**config.mk**
```make
export PLATFORM = sky130hd
export DESIGN_NAME = rrcp_top
export DESIGN_NICKNAME = d
export VERILOG_FILES = /design/src/rrcp_pkg.sv /design/src/rrcp_mon_if.sv /design/src/rrcp_monitor.sv /design/src/rrcp_top.sv
export SDC_FILE = /design/constraint.sdc
export NUM_CORES = 2
export LEC_CHECK = 0
export BUFFER_PORTS_ARGS = -buffer_cell sky130_fd_sc_hd__buf_2
export CAP_MARGIN = 10
export CORE_MARGIN = 1.5
export CORE_UTILIZATION = 54
export DETAILED_ROUTE_END_ITERATION = 8
export PLACE_DENSITY = 0.78
export SYNTH_ARGS = -nofsm -noshare
export SYNTH_HDL_FRONTEND = slang
export SYNTH_SLANG_ARGS = --single-unit
```
**constraint.sdc**
```tcl
create_clock -name clk_sys -period 2.3 [get_ports clk_sys]
set_input_delay 0.46 -clock clk_sys [delete_from_list [all_inputs] [get_ports clk_sys]]
set_output_delay 0.46 -clock clk_sys [all_outputs]
set_load 0.005 [all_outputs]
```
**src/rrcp_pkg.sv**
```systemverilog
// package of constants and types for the remote register command port
package rrcp_pkg;
  localparam int WORD_W = 16;
  localparam logic [15:0] MON_CODE_MAX = 16'h001A;
  localparam logic [15:0] ANSWER_OK = 16'h0000;
  localparam logic [15:0] ERR_MON_CODE = 16'h0001;
  localparam logic [15:0] ERR_INSTR_CODE = 16'h0002;
  localparam logic [15:0] ERR_WRITE_DATA = 16'h0003;
  localparam logic [15:0] ERR_POS_DATA = 16'h0004;
  localparam logic [15:0] ERR_SPEED_DATA = 16'h0005;
  localparam logic [15:0] ERR_STATION = 16'h0006;
  localparam logic [15:0] INSTR_READ_LO = 16'h0100;
  localparam logic [15:0] INSTR_READ_HI = 16'h04FF;
  localparam logic [15:0] INSTR_WRITE_LO = 16'h8100;
  localparam logic [15:0] INSTR_WRITE_HI = 16'h84FF;
  localparam int TABLE_DEPTH = 64;
  localparam int TABLE_AW = 6;
  localparam int POS_MAX = 999999;
  localparam logic [15:0] BLOCK_MAX = 16'h00FF;
  localparam logic [15:0] SPEED_MAX_RST = 16'h0BB8;
  localparam int PAR_POS_SEL_BIT = 0;
  localparam int PAR_POS_UNSIGNED_BIT = 1;
  typedef enum logic [1:0] {
    RRCP_K_MON, RRCP_K_INSTR, RRCP_K_POS, RRCP_K_SPD
  } rrcp_kind_t;
endpackage : rrcp_pkg

```
**src/rrcp_mon_if.sv**
```systemverilog
// interface carrying monitor lookups between top and monitor unit
interface rrcp_mon_if;
  logic [15:0] code_one;
  logic [15:0] code_two;
  logic [15:0] res_zero;
  logic [15:0] res_one;
  logic [15:0] res_two_lo;
  logic [15:0] res_two_hi;
  logic code_bad;
  modport top (output code_one, output code_two, input res_zero,
    input res_one, input res_two_lo, input res_two_hi, input code_bad);
  modport unit (input code_one, input code_two, output res_zero,
    output res_one, output res_two_lo, output res_two_hi,
    output code_bad);
endinterface : rrcp_mon_if

```
**src/rrcp_monitor.sv**
```systemverilog
// monitor item selection from the status bus
module rrcp_monitor (
  rrcp_mon_if.unit mon,
  input wire logic two_station,
  input wire logic [27*16-1:0] status_flat
);
  // ***************************************************************
  // item lookup
  // ***************************************************************
  function automatic logic [15:0] item(
    input logic [15:0] code, input logic [27*16-1:0] flat);
    item = 16'h0000;
    if (code <= rrcp_pkg::MON_CODE_MAX) begin
      item = flat[code[4:0]*16 +: 16];
    end
  endfunction : item

  function automatic logic bad(input logic [15:0] code);
    bad = code > rrcp_pkg::MON_CODE_MAX;
  endfunction : bad

  // item at code+1 is the upper half, else sign extend
  function automatic logic [15:0] upper(
    input logic [15:0] code, input logic [27*16-1:0] flat);
    logic [15:0] lo;
    lo = item(code, flat);
    upper = {16{lo[15]}};
    if (code < rrcp_pkg::MON_CODE_MAX) begin
      upper = flat[(code[4:0] + 5'h01)*16 +: 16];
    end
  endfunction : upper

  always_comb begin
    mon.code_bad = bad(mon.code_one) | bad(mon.code_two);
    mon.res_zero = item(mon.code_one, status_flat); // RL1
    mon.res_one = two_station ? upper(mon.code_one, status_flat) // RL2 RL14
      : item(mon.code_two, status_flat); // RL3
    mon.res_two_lo = item(mon.code_two, status_flat); // RL4
    mon.res_two_hi = upper(mon.code_two, status_flat); // RL4 RL14
  end
endmodule : rrcp_monitor

```
**src/rrcp_top.sv**
```systemverilog
// remote register command port of the servo amplifier
// Overview of operation
// RL1: monitor request loads item named by code one into result zero
// RL2: two stations: 32-bit item one gives low in zero, high in one
// RL3: one station: item named by code two lands in result one
// RL4: two stations: 32-bit item two gives low in five, high in six
// RL5: instruction request executes code then raises completion flag
// RL6: write instructions store write data, then raise completion flag
// RL7: two stations: position request latches block number from low word
// RL8: direct mode: 32-bit position within +-999999 or 0..999999
// RL9: parameter 41 picks block number or direct position data
// RL10: two stations: speed request accepts speed up to permissible speed
// RL11: unsupported code or bad data puts nonzero error in answer word
// RL12: all requests normal gives 0000 in answer word
// RL13: read instruction places fetched value in read data word
// RL14: upper result word sign-extends when no upper half exists
// RL15: one station uses only words zero to three
// RL16: controller holds request until flag, device clears after release
// RL17: result words hold until a new request of the same kind completes
module rrcp_top #(
  parameter int DEPTH = rrcp_pkg::TABLE_DEPTH
) (
  input wire logic clk_sys,
  input wire logic arst_n,
  input wire logic two_station,
  input wire logic [15:0] par_41,
  input wire logic [15:0] speed_limit,
  input wire logic [27*16-1:0] status_flat,
  input wire logic [15:0] monitor_code_one,
  input wire logic [15:0] monitor_code_two,
  input wire logic [15:0] instruction_word,
  input wire logic [15:0] write_data_word,
  input wire logic [15:0] position_word_low,
  input wire logic [15:0] position_word_high,
  input wire logic [15:0] speed_command_word,
  input wire logic monitor_request_bit,
  input wire logic instruction_request_bit,
  input wire logic position_request_bit,
  input wire logic speed_request_bit,
  output logic monitor_done_flag,
  output logic instruction_completion_flag,
  output logic position_done_flag,
  output logic speed_done_flag,
  output logic [15:0] monitor_result_zero,
  output logic [15:0] monitor_result_one,
  output logic [15:0] answer_word,
  output logic [15:0] read_data_word,
  output logic [15:0] monitor_two_result_low,
  output logic [15:0] monitor_two_result_high,
  output logic [15:0] block_number,
  output logic [31:0] position_command,
  output logic position_is_block,
  output logic [15:0] speed_command
);
  // ***************************************************************
  // input synchronisers
  // ***************************************************************
  logic [3:0] req_s1_q;
  logic [3:0] req_s2_q;
  logic [3:0] req;
  logic ts_s1_q;
  logic ts_s2_q;

  always_ff @(posedge clk_sys or negedge arst_n) begin
    if (!arst_n) begin
      req_s1_q <= 4'h0;
      req_s2_q <= 4'h0;
      ts_s1_q <= 1'b0;
      ts_s2_q <= 1'b0;
    end else begin
      req_s1_q <= {speed_request_bit, position_request_bit,
        instruction_request_bit, monitor_request_bit};
      req_s2_q <= req_s1_q;
      ts_s1_q <= two_station;
      ts_s2_q <= ts_s1_q;
    end
  end
  // words are qualified by the synchronised request, stable by then
  assign req = req_s2_q;

  // ***************************************************************
  // monitor unit
  // ***************************************************************
  rrcp_mon_if mon_if ();
  assign mon_if.code_one = monitor_code_one;
  assign mon_if.code_two = monitor_code_two;

  rrcp_monitor u_mon (
    .mon(mon_if.unit),
    .two_station(ts_s2_q),
    .status_flat(status_flat)
  );

  // ***************************************************************
  // request edge detection and completion flags
  // ***************************************************************
  logic [3:0] done_q;
  logic [3:0] start;
  assign start = req & ~done_q;

  always_ff @(posedge clk_sys or negedge arst_n) begin
    if (!arst_n) begin
      done_q <= 4'h0;
    end else begin
      for (int i = 0; i < 4; i++) begin
        if (start[i]) begin
          done_q[i] <= 1'b1; // RL5 RL6
        end else if (!req[i]) begin
          done_q[i] <= 1'b0; // RL16
        end
      end
    end
  end
  assign monitor_done_flag = done_q[rrcp_pkg::RRCP_K_MON];
  assign instruction_completion_flag = done_q[rrcp_pkg::RRCP_K_INSTR];
  assign position_done_flag = done_q[rrcp_pkg::RRCP_K_POS];
  assign speed_done_flag = done_q[rrcp_pkg::RRCP_K_SPD];

  // ***************************************************************
  // checks
  // ***************************************************************
  function automatic logic in_range(input logic [15:0] v,
    input logic [15:0] lo, input logic [15:0] hi);
    in_range = (v >= lo) && (v <= hi);
  endfunction : in_range

  logic instr_rd;
  logic instr_wr;
  logic [31:0] pos_val;
  logic pos_neg;
  logic [31:0] pos_mag;
  logic pos_bad;
  logic spd_bad;
  logic blk_mode;

  assign instr_rd = in_range(instruction_word, rrcp_pkg::INSTR_READ_LO,
    rrcp_pkg::INSTR_READ_HI);
  assign instr_wr = in_range(instruction_word, rrcp_pkg::INSTR_WRITE_LO,
    rrcp_pkg::INSTR_WRITE_HI);
  assign blk_mode = par_41[rrcp_pkg::PAR_POS_SEL_BIT]; // RL9
  assign pos_val = {position_word_high, position_word_low}; // RL8
  assign pos_neg = pos_val[31];
  assign pos_mag = pos_neg ? (32'h0 - pos_val) : pos_val;

  always_comb begin
    pos_bad = 1'b0;
    if (blk_mode) begin
      pos_bad = position_word_low > rrcp_pkg::BLOCK_MAX;
    end else if (pos_mag > 32'(rrcp_pkg::POS_MAX)) begin
      pos_bad = 1'b1; // RL8
    end else if (pos_neg && par_41[rrcp_pkg::PAR_POS_UNSIGNED_BIT]) begin
      pos_bad = 1'b1; // RL8
    end
    spd_bad = speed_command_word > speed_limit; // RL10
  end

  // ***************************************************************
  // parameter and point table store
  // ***************************************************************
  logic [15:0] table_q [DEPTH];
  logic [rrcp_pkg::TABLE_AW-1:0] tidx;
  assign tidx = instruction_word[rrcp_pkg::TABLE_AW-1:0];

  always_ff @(posedge clk_sys or negedge arst_n) begin
    if (!arst_n) begin
      for (int i = 0; i < DEPTH; i++) begin
        table_q[i] <= 16'h0000;
      end
    end else if (start[rrcp_pkg::RRCP_K_INSTR] && instr_wr) begin
      table_q[tidx] <= write_data_word; // RL6
    end
  end

  // ***************************************************************
  // monitor results
  // ***************************************************************
  always_ff @(posedge clk_sys or negedge arst_n) begin
    if (!arst_n) begin
      monitor_result_zero <= 16'h0000;
      monitor_result_one <= 16'h0000;
      monitor_two_result_low <= 16'h0000;
      monitor_two_result_high <= 16'h0000;
    end else if (start[rrcp_pkg::RRCP_K_MON]) begin // RL17
      monitor_result_zero <= mon_if.res_zero; // RL1
      monitor_result_one <= mon_if.res_one; // RL2 RL3
      if (ts_s2_q) begin
        monitor_two_result_low <= mon_if.res_two_lo; // RL4
        monitor_two_result_high <= mon_if.res_two_hi; // RL4
      end else begin
        monitor_two_result_low <= 16'h0000; // RL15
        monitor_two_result_high <= 16'h0000; // RL15
      end
      if (mon_if.code_bad) begin
        monitor_result_zero <= 16'h0000; // RL11
        monitor_result_one <= 16'h0000;
        monitor_two_result_low <= 16'h0000;
        monitor_two_result_high <= 16'h0000;
      end
    end
  end

  // ***************************************************************
  // read data
  // ***************************************************************
  always_ff @(posedge clk_sys or negedge arst_n) begin
    if (!arst_n) begin
      read_data_word <= 16'h0000;
    end else if (start[rrcp_pkg::RRCP_K_INSTR] && instr_rd) begin
      read_data_word <= table_q[tidx]; // RL13 RL17
    end
  end

  // ***************************************************************
  // position and speed commands
  // ***************************************************************
  always_ff @(posedge clk_sys or negedge arst_n) begin
    if (!arst_n) begin
      block_number <= 16'h0000;
      position_command <= 32'h0000_0000;
      position_is_block <= 1'b0;
    end else if (start[rrcp_pkg::RRCP_K_POS] && ts_s2_q && !pos_bad) begin
      position_is_block <= blk_mode; // RL9
      if (blk_mode) begin
        block_number <= position_word_low; // RL7
      end else begin
        position_command <= pos_val; // RL8
      end
    end
  end

  always_ff @(posedge clk_sys or negedge arst_n) begin
    if (!arst_n) begin
      speed_command <= 16'h0000;
    end else if (start[rrcp_pkg::RRCP_K_SPD] && ts_s2_q && !spd_bad) begin
      speed_command <= speed_command_word; // RL10
    end
  end

  // ***************************************************************
  // answer word
  // ***************************************************************
  always_ff @(posedge clk_sys or negedge arst_n) begin
    if (!arst_n) begin
      answer_word <= rrcp_pkg::ANSWER_OK;
    end else if (start[rrcp_pkg::RRCP_K_MON] && mon_if.code_bad) begin
      answer_word <= rrcp_pkg::ERR_MON_CODE; // RL11
    end else if (start[rrcp_pkg::RRCP_K_INSTR] && !instr_rd && !instr_wr) begin
      answer_word <= rrcp_pkg::ERR_INSTR_CODE; // RL11
    end else if ((start[rrcp_pkg::RRCP_K_POS] || start[rrcp_pkg::RRCP_K_SPD])
        && !ts_s2_q) begin
      answer_word <= rrcp_pkg::ERR_STATION; // RL15
    end else if (start[rrcp_pkg::RRCP_K_POS] && pos_bad) begin
      answer_word <= rrcp_pkg::ERR_POS_DATA; // RL11
    end else if (start[rrcp_pkg::RRCP_K_SPD] && spd_bad) begin
      answer_word <= rrcp_pkg::ERR_SPEED_DATA; // RL11
    end else if (|start) begin
      answer_word <= rrcp_pkg::ANSWER_OK; // RL12
    end
  end
endmodule : rrcp_top

```
After elaboration in Yosys (flattened, before gate mapping)
Cells that the tools add are included.

Latch bits: 0. Output and inout port bits: 165. Logic and storage cells: 174. Input bits: 583. Memories: 0. Bits in writable memories: 0. Bits in registers: 1199. Bits in read-only memories: 0.

Order comparisons: 15. Multiplexer cells: 35. Reductions and logical operators: 26. Equal/unequal tests: 4. Shift-type cells: 4. Bitwise operators: 5. Multipliers: 0. Div/mod/pow operators: 0. Add/sub/neg operators: 3.

Operators with widths (count): bitwise mux 1024 bit (1); variable part select 432 x 10 -> 16 bit (2); variable part select 432 x 33 -> 16 bit (2); two-way mux 16 bit (20); binary-select mux 16 bit (select 6 bit) (1); demux 16 bit (select 6 bit) (1); greater-than comparator 16 x 5 -> 1 bit (second input constant) (2); greater-than comparator 32 x 20 -> 1 bit (second input constant) (1); less-or-equal comparator 16 x 5 -> 1 bit (second input constant) (2); less-than comparator 16 x 5 -> 1 bit (second input constant) (2); two-way mux 32 bit (1); subtractor 1 x 32 -> 32 bit (first input constant) (1); greater-or-equal comparator 16 bit (second input constant) (1); greater-or-equal comparator 16 x 9 -> 1 bit (second input constant) (1); greater-than comparator 16 bit (1); greater-than comparator 16 x 8 -> 1 bit (second input constant) (1); less-or-equal comparator 16 x 11 -> 1 bit (second input constant) (1); less-or-equal comparator 16 bit (second input constant) (1); logical AND 1 bit (16); adder 5 x 1 -> 6 bit (second input constant) (2); two-way mux 1 bit (11); inequality test 2 x 1 -> 1 bit (second input constant) (4); greater-or-equal comparator 7 bit (second input constant) (1); less-than comparator 7 x 1 -> 1 bit (second input constant) (1); other kinds (10) (15).

Logic depth before layout (Yosys ltp)
Depth after elaboration: 10. Mapped depth: 13. Gate-level depth less buffers: 9.

By module
A second synthesis with hierarchy kept.

Cell total of the unflattened synthesis: 5148. Area, all modules: 66125.9 µm².

Modules (own cells, without submodules): rrcp_top (cells an instance 3851, seq. area each 29678.5 µm², area each 51679.6 µm², instances 1); rrcp_monitor (cells an instance 1297, seq. area each 0.0 µm², area each 14446.4 µm², instances 1).

Worst setup path before layout
No wires, ideal clock.

Path kind: input -> register. Start: in speed_limit[15]. End: reg speed_command[10]. Data required time: 2.172 ns. Stages: 9. Setup slack: -0.635 ns. Data arrival time: 2.807 ns. Path buffers: 1. Setup time: 0.128 ns. Cells stage by stage: inv_1 ha_1 nand4_1 or4_1 or2_1 a21boi_1 nor3_2 buf_2 mux2_1.

Word-level cells in the longest chain between the ends: 3.

Ends and longest elaborated chain: from (decl) (RTL line rrcp_top.sv:27) `input wire logic [15:0] speed_limit,`; greater-than comparator 16 bit (RTL line rrcp_top.sv:154) `spd_bad = speed_command_word > speed_limit;`; logical NOT 1 bit (RTL line rrcp_top.sv:234) `end else if (start[rrcp_pkg::RRCP_K_SPD] && ts_s2_q && !spd_bad) begin`; logical AND 1 bit (RTL line rrcp_top.sv:234); to (signal assigned) (RTL line rrcp_top.sv:235) `speed_command <= speed_command_word;`; to (decl) (RTL line rrcp_top.sv:53) `output logic [15:0] speed_command`.

No other way between the ends. A chain may end at the register's enable or synchronous reset.

Final worst setup path
Start: in monitor_code_one[1]. End: reg monitor_result_zero[2].

Word-level cells in the longest chain between the ends: 3. Elaborated cells on any way between the ends: 6. Classes of those cells: order compare: 2; shift: 1; mux: 2; bitwise: 1.

Ends and longest elaborated chain: from (decl) (RTL line rrcp_top.sv:29) `input wire logic [15:0] monitor_code_one,`; variable part select 432 x 10 -> 16 bit, or another cell as far along (RTL line rrcp_monitor.sv:14) `item = flat[code[4:0]*16 +: 16];`; two-way mux 16 bit or bitwise OR 1 bit (tied branches) (RTL line rrcp_monitor.sv:13, rrcp_monitor.sv:34); two-way mux 16 bit * (RTL line rrcp_top.sv:193) `if (mon_if.code_bad) begin`; to (signal assigned) (RTL line rrcp_top.sv:184) `monitor_result_zero <= mon_if.res_zero;`; to (decl) (RTL line rrcp_top.sv:44) `output logic [15:0] monitor_result_zero,`.

Mark *: on every way between the ends. The rest lies on a longest branch, timed or not.

==> results.cfg <==
[layout]
fin_area_sq_mm = 0.08317
fill_cells = 7995
layout.cells.non_filler = 7939
final_core_util_pct = 69.33
syn_to_final_growth_pct = 27.42
final_cell_mix = dfrtp_1 (1,186), mux2_2 (820), buf_2 (707)
drive_above_1_share_pct = 51.97
nets = 6689
mostFrequentLayoutCell = dfrtp_1

[run]
cap_viol_max_count = 0

[clocking]
cts_tree = done
numCtsBuffers = 120
clockBufferDepth = 3
clk_pin_slew_ps = 70
cts_root_buf = clkbuf_16
insertion_delay_ps = 760
htree_levels = 3
numClockSinks = 1186

[sta]
worst_slack_ps = -45.97
rsz0062_at_grt = yes
tightest_slew_ps = 1054
setup_viol = 30
fin_worst_hold_slack_ps = 15.96
maxSlewViolCount = 0
finalSetupTns_ps = -531.3
relSlewSlack_pct = 27.90
finalCritPeriodShare_pct = 102.0
hold_violations = 0
fin_crit_ps = 2346
skew_ps = 54.89
timing.fmax_mhz = 426.3

[placement]
placedCellCount = 7553
io_buffers = 718
place_congestion = 1.087
dpl_cell_area_sq_mm = 0.07819
dp_slack_ps = -790.6
post-dp-hpwl_um = 199400

[routing]
vias = 55541
wirelength_um = 270100
viasPerCell = 6.996
wl_per_cell_um = 34.02
drt_iter0_drc = 7949
remaining_drc_errors = 0
ant_nets = 0
drt_first_pass_iters = 6

[floorplan]
dieWidth_um = 350.7
die_h_um = 350.7
ioPinCount = 748
rows = 127
core_sq_mm = 0.1200
fp.dieArea_sq_mm = 0.1230
initial_core_util_pct = 54.41

[pwr]
powerDensity_mw_per_mm2 = 583.9
total_power_mw = 48.57
leakagePower_nw = 38.50
irDropWorstVdd_uv = 648.0

[worst_setup_path]
path_class = input pin to register
critPathArrivalTime_ps = 3000
path_max_fanout = 14
crit_start = monitor_code_one[1]
cp-start-kind = input pin
cp.required_ps = 2950
reg2reg_setup_slack_ps = 30
timing.rr.start = done_q[1]
end_kind = register

[yosys]
ys_warn_count = 0
netlist_instances = 4881
seq_area_frac_synth_pct = 45.47
netlist_area_sq_mm = 0.06527
ys.flop_type = dfrtp_1
synth_cell_types = 78
syn_avg_cell_area_sq_um = 13.37
synthArstFlopShare_pct = 100.0
synth_edf_count = 0
synth_seq_cells = 1186

[global_routing]
overflow = 0
grt_max_degree = 120
grt_usage_pct = 43.26
grt_pass1_wl_um = 385800
grt_pass1_vias = 55402
grt_antenna_before_repair = 153

[worst_hold_path]
hold_path_class = input pin to register
hold_start = speed_command_word[3]

[outcome]
status = finished with violations
failed_checks = setup timing
[routing by layer]
| metal | track usage (%) | wire length, um |
|---|---|---|
| met4 | 31.68 | 23830 |
| met5 | 2.394 | 428 |
| met3 | 15.54 | 34210 |
| met2 | 62.92 | 117800 |
| met1 | 52.99 | 93780 |
[report_power, final]
part | total [mW] | switching [mW] | internal (mW) | leakage [nW]
Clock | 20.3 | 8.84 | 11.5 | 2.03
Sequential | 21.2 | 0.178 | 21.1 | 16.5
Combinational | 7.01 | 3.84 | 3.18 | 20.0
[what timing repair did]
action	4_1_cts	5_1_grt
hold buffers	13	0
hold endpoints to repair	178	0
setup endpoints to repair	31	88
pin swaps	1	11
gates resized for setup	20	30
gates cloned	2	1
setup buffers	6	4
[final timing paths]
path                                     endpoint  cells past startpoint
min in group asynchronous            table_q[129]                      2
hold / removal                   speed_command[3]                      2
setup reg to reg                     table_q[265]                      8
max in group asynchronous                 ts_s1_q                      3
setup / recovery           monitor_result_zero[2]                     10
hold reg to reg                            req[2]                      0
[registers in the layout, summed over array words and instances (netlist names), 16 cells and up]
register and cells:
monitor_result_one 16, monitor_result_zero 16, monitor_two_result_high 16, read_data_word 16, position_command 32, table_q 1024, block_number 16, speed_command 16
monitor_two_result_low 16
[logic make-up (layout without fill, tap and decap cells)]
kind of cell,after synthesis,count (layout),share of synthesized area [%]
multiplexers,1626,1626,35.49
flip-flops,1186,1186,45.47
AO/OA/AOI/OAI,1009,1009,11.48
buffers and inverters,550,1849,3.542
AND/OR/NAND/NOR,492,492,3.690
adder cells (fa/ha/maj),17,17,0.3259
other,1,148,0.005745
[Yosys cell counts (10+ instances only)]
cell | n | share of area, %
and2_1 | 11 | 0.11
o211ai_1 | 11 | 0.13
mux2_2 | 820 | 14
or2_0 | 15 | 0.14
dfrtp_1 | 1186 | 45
nand3_1 | 24 | 0.18
nor4_1 | 22 | 0.21
a21boi_0 | 14 | 0.16
mux4_2 | 430 | 15
nand2_1 | 129 | 0.74
clkbuf_1 | 315 | 1.8
nor2_1 | 148 | 0.85
a21oi_1 | 59 | 0.45
o221ai_1 | 16 | 0.21
mux2_4 | 26 | 0.60
ha_1 | 17 | 0.33
buf_2 | 105 | 0.81
a211o_1 | 17 | 0.23
or4_1 | 12 | 0.14
a41oi_1 | 67 | 0.90
a22o_1 | 57 | 0.76
mux2i_1 | 69 | 1.1
a2bb2oi_1 | 16 | 0.21
a222oi_1 | 16 | 0.25
buf_4 | 25 | 0.29
a2111oi_0 | 11 | 0.15
a221oi_1 | 67 | 0.90
o2111ai_1 | 12 | 0.16
o21ai_1 | 70 | 0.54
inv_1 | 30 | 0.17
o21ai_0 | 42 | 0.32
a31oi_1 | 56 | 0.54
buf_1 | 72 | 0.41
nand2b_1 | 10 | 0.096
mux2_1 | 281 | 4.8
nand4_1 | 41 | 0.39
a22oi_1 | 435 | 5.0
nor3_1 | 27 | 0.21
[worst max-delay path, cell delays in order]
cell and delay, ps:
buf_8 160, buf_4 200, buf_4 170, and3b_1 200
buf_4 250, a22o_1 260, a2111oi_0 830, buf_4 260
a21oi_1 40, o21ai_1 130
[layout make-up]
type | count | area [sq um] | area share (%)
Antenna cell | 135 | 337.8 | 0.4062
Clock buffer | 185 | 3689 | 4.435
Clock inverter | 40 | 414.1 | 0.4979
Inverter | 30 | 127.6 | 0.1534
Multi-Input combinational cell | 3157 | 34380 | 41.33
Sequential cell | 1186 | 29680 | 35.68
Tap cell | 1612 | 2017 | 2.425
Timing Repair Buffer | 1594 | 12530 | 15.07
Note: power is estimated with default switching activity, not from simulation.
